`src/otg_evt_pkg.sv`:
```
package otg_evt_pkg;
  localparam logic [11:0] OFS_EVENT_FLAGS  = 12'h004;
  localparam logic [11:0] OFS_BUS_CTRL     = 12'h008;
  localparam logic [11:0] OFS_IRQ_MASK     = 12'h00C;
  localparam logic [31:0] EVENT_RESET      = 32'h00000000;
  localparam logic [31:0] CTRL_RESET       = 32'h00000000;
  localparam logic [31:0] MASK_RESET       = 32'h00000000;
  localparam logic [31:0] EVENT_MASK_BITS  = 32'h000E0304;
  localparam logic [31:0] CTRL_MASK_BITS   = 32'h00000181;
  localparam int          BIT_DEBOUNCE     = 19;
  localparam int          BIT_WAIT_TMO     = 18;
  localparam int          BIT_NEG_REQ      = 17;
  localparam int          BIT_NEG_END      = 9;
  localparam int          BIT_SRQ_END      = 8;
  localparam int          BIT_SES_END      = 2;
  localparam int          BIT_PERIODIC_LVL = 8;
  localparam int          BIT_TX_LVL       = 7;
  localparam int          BIT_GIRQ_EN      = 0;
  localparam logic [1:0]  RESP_OKAY        = 2'h0;
  localparam logic [1:0]  RESP_SLVERR      = 2'h2;

  typedef struct packed {
    logic debounce_done_flag;
    logic a_side_connect_timeout;
    logic negotiation_request_seen;
    logic negotiation_finished;
    logic session_request_finished;
    logic session_over_flag;
  } otg_events_t;

  typedef struct packed {
    logic periodic_tx_empty_level;
    logic tx_empty_level;
    logic global_irq_enable;
  } ctrl_bits_t;
endpackage

```
`src/otg_event_irq_ctrl.sv`:
```
`timescale 1ns/1ps
// Summary of operation
// - event flags 0x4, control 0x8, both reset zero
// - bit 19 set when debounce completes
// - bit 18 set on A-device connect timeout
// - bit 17 set on negotiation request detected
// - bit 9 set when negotiation finishes
// - bit 8 picks periodic fifo empty level
// - bit 7 picks tx fifo empty level
// - bit 0 gates the interrupt output
module otg_event_irq_ctrl (
  input  wire logic                      aclk,
  input  wire logic                      aresetn,
  input  wire logic                      clk_en,
  input  wire logic [11:0]               s_axi_awaddr,
  input  wire logic                      s_axi_awvalid,
  output logic                           s_axi_awready,
  input  wire logic [31:0]               s_axi_wdata,
  input  wire logic [3:0]                s_axi_wstrb,
  input  wire logic                      s_axi_wvalid,
  output logic                           s_axi_wready,
  output logic [1:0]                     s_axi_bresp,
  output logic                           s_axi_bvalid,
  input  wire logic                      s_axi_bready,
  input  wire logic [11:0]               s_axi_araddr,
  input  wire logic                      s_axi_arvalid,
  output logic                           s_axi_arready,
  output logic [31:0]                    s_axi_rdata,
  output logic [1:0]                     s_axi_rresp,
  output logic                           s_axi_rvalid,
  input  wire logic                      s_axi_rready,
  input  wire otg_evt_pkg::otg_events_t  event_pulses,
  output otg_evt_pkg::ctrl_bits_t        ctrl_out,
  output logic                           irq
);

  // write channel: awready/wready pulse when both are present and no response pending
  logic                      aw_ok;
  logic                      wr_fire;
  logic                      rd_fire;
  logic [31:0]               nxt_events;
  logic [31:0]               events_ff;
  logic [31:0]               nxt_ctrl;
  logic [31:0]               ctrl_ff;
  logic [31:0]               nxt_mask;
  logic [31:0]               mask_ff;
  logic [31:0]               set_vec;
  logic                      nxt_awready;
  logic                      nxt_bvalid;
  logic [1:0]                nxt_bresp;
  logic                      nxt_arready;
  logic                      nxt_rvalid;
  logic [31:0]               nxt_rdata;
  logic [1:0]                nxt_rresp;
  logic                      nxt_irq;
  otg_evt_pkg::ctrl_bits_t   nxt_ctrl_out;
  logic                      full_word;

  assign wr_fire   = s_axi_awvalid && s_axi_wvalid && !s_axi_awready && !s_axi_bvalid;
  assign rd_fire   = s_axi_arvalid && !s_axi_arready && !s_axi_rvalid;
  // partial writes are refused with slverr rather than half-updating a flag word
  assign full_word = (s_axi_wstrb == 4'hF);
  assign aw_ok     = full_word && (s_axi_awaddr[1:0] == 2'h0);

  always_comb begin
    set_vec = 32'h00000000;
    set_vec[otg_evt_pkg::BIT_DEBOUNCE] = event_pulses.debounce_done_flag;
    set_vec[otg_evt_pkg::BIT_WAIT_TMO] = event_pulses.a_side_connect_timeout;
    set_vec[otg_evt_pkg::BIT_NEG_REQ]  = event_pulses.negotiation_request_seen;
    set_vec[otg_evt_pkg::BIT_NEG_END]  = event_pulses.negotiation_finished;
    set_vec[otg_evt_pkg::BIT_SRQ_END]  = event_pulses.session_request_finished;
    set_vec[otg_evt_pkg::BIT_SES_END]  = event_pulses.session_over_flag;
  end

  always_comb begin
    nxt_events  = events_ff;
    nxt_ctrl    = ctrl_ff;
    nxt_mask    = mask_ff;
    nxt_awready = 1'b0;
    nxt_bvalid  = s_axi_bvalid && !s_axi_bready;
    nxt_bresp   = s_axi_bresp;
    if (wr_fire) begin
      nxt_awready = 1'b1;
      nxt_bvalid  = 1'b1;
      nxt_bresp   = otg_evt_pkg::RESP_OKAY;
      if (!aw_ok) begin
        nxt_bresp = otg_evt_pkg::RESP_SLVERR;
      end else begin
        case (s_axi_awaddr)
          otg_evt_pkg::OFS_EVENT_FLAGS: begin
            nxt_events = events_ff & ~(s_axi_wdata & otg_evt_pkg::EVENT_MASK_BITS);
          end
          otg_evt_pkg::OFS_BUS_CTRL: begin
            // reserved bits are not stored, so they always read back as zero
            nxt_ctrl = s_axi_wdata & otg_evt_pkg::CTRL_MASK_BITS;
          end
          otg_evt_pkg::OFS_IRQ_MASK: begin
            nxt_mask = s_axi_wdata & otg_evt_pkg::EVENT_MASK_BITS;
          end
          default: begin
            nxt_bresp = otg_evt_pkg::RESP_SLVERR;
          end
        endcase
      end
    end
    // hardware set wins over a same-cycle software clear
    nxt_events = nxt_events | set_vec;
  end

  always_comb begin
    nxt_arready = 1'b0;
    nxt_rvalid  = s_axi_rvalid && !s_axi_rready;
    nxt_rdata   = s_axi_rdata;
    nxt_rresp   = s_axi_rresp;
    if (rd_fire) begin
      nxt_arready = 1'b1;
      nxt_rvalid  = 1'b1;
      nxt_rresp   = otg_evt_pkg::RESP_OKAY;
      case (s_axi_araddr)
        otg_evt_pkg::OFS_EVENT_FLAGS: nxt_rdata = events_ff;
        otg_evt_pkg::OFS_BUS_CTRL:    nxt_rdata = ctrl_ff;
        otg_evt_pkg::OFS_IRQ_MASK:    nxt_rdata = mask_ff;
        default: begin
          nxt_rdata = 32'h00000000;
          nxt_rresp = otg_evt_pkg::RESP_SLVERR;
        end
      endcase
    end
  end

  always_comb begin
    nxt_ctrl_out.periodic_tx_empty_level = nxt_ctrl[otg_evt_pkg::BIT_PERIODIC_LVL];
    nxt_ctrl_out.tx_empty_level          = nxt_ctrl[otg_evt_pkg::BIT_TX_LVL];
    nxt_ctrl_out.global_irq_enable       = nxt_ctrl[otg_evt_pkg::BIT_GIRQ_EN];
    nxt_irq = nxt_ctrl[otg_evt_pkg::BIT_GIRQ_EN] && ((nxt_events & nxt_mask) != 32'h00000000);
  end

  // stored registers and the write channel
  always_ff @(posedge aclk) begin
    if (!aresetn) begin
      events_ff     <= otg_evt_pkg::EVENT_RESET;
      ctrl_ff       <= otg_evt_pkg::CTRL_RESET;
      mask_ff       <= otg_evt_pkg::MASK_RESET;
      s_axi_awready <= 1'b0;
      s_axi_wready  <= 1'b0;
      s_axi_bvalid  <= 1'b0;
      s_axi_bresp   <= otg_evt_pkg::RESP_OKAY;
    end else if (clk_en) begin
      events_ff     <= nxt_events;
      ctrl_ff       <= nxt_ctrl;
      mask_ff       <= nxt_mask;
      s_axi_awready <= nxt_awready;
      s_axi_wready  <= nxt_awready;
      s_axi_bvalid  <= nxt_bvalid;
      s_axi_bresp   <= nxt_bresp;
    end
  end

  // read channel
  always_ff @(posedge aclk) begin
    if (!aresetn) begin
      s_axi_arready <= 1'b0;
      s_axi_rvalid  <= 1'b0;
      s_axi_rdata   <= 32'h00000000;
      s_axi_rresp   <= otg_evt_pkg::RESP_OKAY;
    end else if (clk_en) begin
      s_axi_arready <= nxt_arready;
      s_axi_rvalid  <= nxt_rvalid;
      s_axi_rdata   <= nxt_rdata;
      s_axi_rresp   <= nxt_rresp;
    end
  end

  // exported bits are built from next values so they never lag the registers by a cycle
  always_ff @(posedge aclk) begin
    if (!aresetn) begin
      ctrl_out      <= '0;
      irq           <= 1'b0;
    end else if (clk_en) begin
      ctrl_out      <= nxt_ctrl_out;
      irq           <= nxt_irq;
    end
  end

  // one hold, clear and set check per implemented flag bit; reserved bits must stay zero
  for (genvar b = 0; b < 32; b++) begin : g_flag_chk
    if (otg_evt_pkg::EVENT_MASK_BITS[b]) begin : g_used

    end else begin : g_unused

    end
  end
endmodule

```
`config.mk`:
```
export PLATFORM = sky130hd
export DESIGN_NAME = otg_event_irq_ctrl
export DESIGN_NICKNAME = d
export VERILOG_FILES = /design/src/otg_evt_pkg.sv /design/src/otg_event_irq_ctrl.sv
export SDC_FILE = /design/constraint.sdc
export NUM_CORES = 1
export LEC_CHECK = 0
export BUFFER_PORTS_ARGS = -buffer_cell sky130_fd_sc_hd__buf_2
export CAP_MARGIN = 25
export CORE_MARGIN = 10
export CORE_UTILIZATION = 45
export CTS_CLUSTER_SIZE = 30
export DETAILED_ROUTE_END_ITERATION = 10
export GPL_ROUTABILITY_DRIVEN = 0
export PLACE_DENSITY = 0.9
export SLEW_MARGIN = 10
export SYNTH_ARGS = -nofsm -noshare
export SYNTH_HDL_FRONTEND = slang
export SYNTH_SLANG_ARGS = --single-unit
```
`constraint.sdc`:
```
create_clock -name aclk -period 4.77 [get_ports aclk]
set_clock_uncertainty 0.2 [all_clocks]
set_input_delay 0.7155 -clock aclk [delete_from_list [all_inputs] [get_ports aclk]]
set_output_delay 0.7155 -clock aclk [all_outputs]
set_load 0.01 [all_outputs]
```
**Word-level counts from Yosys, hierarchy flattened**

Index checks and enable logic that the tools add are counted.

- Register bits after elaboration: 111
- Input bits: 74
- Output and inout bits: 45

- Eq/ne operators: 7
- Multiplexer cells: 17
- Bitwise logic cells: 4
- Reductions and logical operators: 21

Operators by type and width:

| kind | number |
|---|---|
| 2-to-1 mux 32 bit | 6 |
| case mux 32 bit (3 select lines) | 1 |
| AND 32 bit | 2 |
| == test 12 x 4 -> 1 bit, second input constant | 4 |
| inverter 20 -> 32 bit | 1 |
| bitwise OR 32 x 20 -> 32 bit | 1 |
| nonzero test 32 bit | 1 |
| 2-to-1 mux 9 bit | 3 |
| == test 12 x 3 -> 1 bit, second input constant | 2 |
| logical AND 1 bit | 9 |
| zero test 1 bit | 6 |
| 2-to-1 mux 2 bit | 3 |
| OR reduction 3 bit | 2 |
| == test 4 bit, second input constant | 1 |
| 2-to-1 mux 1 bit | 4 |
| AND reduction 2 bit | 2 |
| zero test 2 bit | 1 |

**Longest topological paths before layout**

- Depth in word-level cells: 9
- Depth in mapped cells: 7
- Gate-level depth less buffers: 6

**Least setup slack after synthesis**

Ideal clock, no wire load.

- Path type: input to register
- Start point: in s_axi_awaddr[1]
- End point: reg irq
- Library setup time: 0.134 ns
- Arrival: 2.026 ns
- Required time: 4.436 ns
- Setup slack: 2.410 ns
- Cell stages on the path: 6
- Path buffers: 0
- Cell sequence: nor4_4 nand4_4 nor2_2 mux2_1 a22oi_1 a31oi_1

- Cells in the longest elaborated chain, start to end: 8

RTL lines:

| item | line | text |
|---|---|---|
| start: declaration | otg_event_irq_ctrl.sv:15 | `input wire logic [11:0] s_axi_awaddr,` |
| == test 12 x 3 -> 1 bit or zero test 2 bit (tied branches) | otg_event_irq_ctrl.sv:89, otg_event_irq_ctrl.sv:63 |  |
| 2-to-1 mux 32 bit or logical AND 1 bit (tied branches) | otg_event_irq_ctrl.sv:89, otg_event_irq_ctrl.sv:63 |  |
| 2-to-1 mux 32 bit | otg_event_irq_ctrl.sv:86 | `if (!aw_ok) begin` |
| 2-to-1 mux 32 bit | otg_event_irq_ctrl.sv:82 | `if (wr_fire) begin` |
| bitwise OR 32 x 20 -> 32 bit | otg_event_irq_ctrl.sv:107 | `nxt_events = nxt_events \| set_vec;` |
| AND 32 bit | otg_event_irq_ctrl.sv:135 | `nxt_irq = nxt_ctrl[otg_evt_pkg::BIT_GIRQ_EN] && ((nxt_events & nxt_mask) != 32'h00000000);` |
| nonzero test 32 bit | otg_event_irq_ctrl.sv:135 |  |
| logical AND 1 bit * | otg_event_irq_ctrl.sv:135 |  |
| end signal: assignment | otg_event_irq_ctrl.sv:181 | `irq <= nxt_irq;` |
| end: declaration | otg_event_irq_ctrl.sv:34 | `output logic irq` |

Every way passes the cells marked *; elsewhere a longest branch is shown, timed or not.
A chain may end at the register's enable or synchronous reset.

**Final worst setup path**

- Start point: in clk_en
- End point: reg s_axi_rdata[0]

- Cells in the longest elaborated chain, start to end: 1

RTL lines:

| item | line | text |
|---|---|---|
| start: declaration | otg_event_irq_ctrl.sv:14 | `input wire logic clk_en,` |
| AND reduction 2 bit (no source line) | - |  |
| end signal: assignment | otg_event_irq_ctrl.sv:169 | `s_axi_rdata <= nxt_rdata;` |
| end: declaration | otg_event_irq_ctrl.sv:28 | `output logic [31:0] s_axi_rdata,` |

Every way passes these cells.

==> flow_summary.ini <==
[timing]
worst_pin_slew_ns = 0.938
setup_violations = 0
slew_violations = 0
hold_violations = 0
slew_headroom = 0.374
grt_setup_unrepaired = false
fin_tns_setup_ns = 0
min_period_over_period = 0.533
min_period_ns = 2.54
timing.fmax_mhz = 393

[floorplan]
die_area_sq_um = 6880
die_x_um = 82.9
core_sq_um = 3740
die_h_um = 82.9
rows = 22
ios = 119
initial_core_util = 0.476

[clocking]
post_cts_resized = 0
cts_hold_buffers = 0
cts_tree = yes
clk_latency_ns = 0.28
path_clk_slew_ns = 0.06
clockBufferDepth = 2
clock_sinks = 30
cts-root-buf = clkbuf_8
cts_inserted_buffers = 5
htreeDepth = 2
post_cts_buffers = 0

[worst_setup_path]
end_kind = register
arrival_ns = 2.56
required_ns = 4.78
crit_path_max_incr_delay_ns = 0.83
worstReg2RegEnd = irq
crit_type = primary input to register
start_kind = primary input
slowest_stage = or4b_1
path_buf_inv = 2
worstPathCellList = buf_2, inv_2, or4b_1, nor4_2, a22oi_1, nor2_1
r2r_start = s_axi_wready
reg2reg_depth = 6
path_delay_family = simple AND/OR/NAND/NOR gates
r2r_slack_ns = 2.61
cp_max_fo = 15

[logic_synthesis]
async_flop_share = 0
avgSynthCellArea_sq_um = 8.33
synth_area_leaders = dfxtp_1 (34%), buf_4 (11%), a22oi_1 (5.9%)
synth_warnings = 0
synth_seq_area_share = 0.337
synth.distinct_cells = 41
synth_top_area_cell = dfxtp_1
synth_area_sq_um = 1780
synth_seq_cells = 30
syn_inst = 214
synthFlopType = dfxtp_1
synth-edff-count = 0
netlist.area_leader.share = 0.337

[job]
maxCapViolations = 0

[final_layout]
nNetsFinal = 354
regArea_sq_um = 601
layout_commonest_cell = buf_2
areaGrowthSynthToFinish_pct = 19.9
multi_input_area_sq_um = 1020
final_util = 0.571
drive_above_1_share = 0.335
diodes = 0
fillCellCount = 366
layout_common_cells = buf_2 (68), dfxtp_1 (30), nand2_1 (27), nor2_1 (26), conb_1 (26)

[power_and_ir_drop]
internal_power_uw = 404
power.density_nw_per_um2 = 256
p_switching_uw = 142
combPwrFrac = 0.142
clkPwrFrac = 0.379
power.leakage_nw = 0.969
switching_share = 0.261
power.share.sequential = 0.479
peakVddDrop_uv = 121

[min_path]
hp-class = register to register
hold_end = s_axi_bvalid
whs_path_depth = 2
worstHoldStart = s_axi_bvalid

[global_routing]
antenna_found_initial = 0
grt_pass1_wl_um = 7820
gr-total-overflow = 0
grt_pass1_vias = 1655
grt_usage = 0.133
grt_start_max_net_pins = 31

[detailed_routing]
wire_per_inst_um = 14.7
drc = 0
dr.pass1.iters = 4
vias = 1716
first_iter_violations = 113
wirelength_um = 4830
drt.antenna.violating_nets = 0
routed_via_density = 5.22

[place]
portBuffers = 68
hpwl_um = 3850

[status]
outcome = finished clean
layer usage:
metal | up-vias | wire length, um | global-route usage
li1 | 841 | - | -
met1 | 791 | 2000 | 0.149
met2 | 79 | 2340 | 0.222
met3 | 5 | 442 | 0.0557
met4 | 0 | 42 | 0.0415
met5 | - | 0 | 0
sequential cells by signal, indices dropped and copies added, names as in the netlist, 3 cells and up:
| register | count |
|---|---|
| ctrl_ff | 3 |
| events_ff | 6 |
| s_axi_rdata | 8 |
| mask_ff | 6 |
kinds of logic after synthesis:
kind of cell,share of synthesized area
compound gates,0.159
simple gates,0.281
flops,0.337
buf+inv,0.143
mux,0.0787
other cells,0.00210
worst max path at each step:
stage	from	endpoint	slack, ns	cells after the start
final	clk_en	s_axi_rdata[0]	2.23	6
after CTS	clk_en	s_axi_rdata[7]	2.24	6
after detailed placement	clk_en	s_axi_rdata[7]	1.96	6
after floorplan	s_axi_awaddr[1]	irq	2.41	6
after global placement	clk_en	s_axi_rdata[7]	1.98	6
after global routing	clk_en	s_axi_rdata[7]	2.04	6
worst min-delay path, cell delays in order, from the launching register on:
cell	delay (ns)
dfxtp_1	0.32
nand2_1	0.05
a21oi_1	0.05
cells in the mapped netlist (all sizes together) (2+ instances only):
| cell type | n |
|---|---|
| a21oi | 15 |
| a22oi | 14 |
| a31oi | 4 |
| and4 | 2 |
| buf | 29 |
| clkbuf | 5 |
| dfxtp | 30 |
| inv | 6 |
| mux2 | 8 |
| mux2i | 5 |
| nand2 | 27 |
| nand2b | 3 |
| nand3 | 2 |
| nand3b | 2 |
| nand4 | 2 |
| nor2 | 28 |
| nor3 | 11 |
| nor4 | 5 |
| o32ai | 3 |
power groups by stage:
stage               sequential [mW]  combinational [mW]  clock, mW
global route                  0.262              0.0869      0.221
detailed placement            0.267              0.0763          0
global placement              0.267              0.0744          0
finish                        0.262              0.0777      0.207
floorplan                     0.267              0.0568          0
CTS                           0.261              0.0766      0.213
stage by stage:
stage | hold slack, ns | worst slack [ns] | std cells | area (sq um) | power (mW)
after floorplan | 0.237 | 2.41 | 239 | 1880 | 0.324
after global placement | 0.249 | 1.98 | 321 | 2040 | 0.341
after detailed placement | 0.266 | 1.96 | 321 | 2040 | 0.343
after CTS | 0.277 | 2.24 | 329 | 2140 | 0.551
after global routing | 0.299 | 2.04 | 329 | 2140 | 0.570
final | 0.271 | 2.23 | 329 | 2140 | 0.546
area by class of cell:
| cell class | instances | area share |
|---|---|---|
| multi-input combinational | 169 | 0.478 |
| sequential | 30 | 0.281 |
| timing repair buffer | 68 | 0.159 |
| clock buffer | 7 | 0.0404 |
| tap | 48 | 0.0281 |
| inverter | 6 | 0.0105 |
| clock inverter | 1 | 0.00234 |
(Power assumes the default switching activity.)
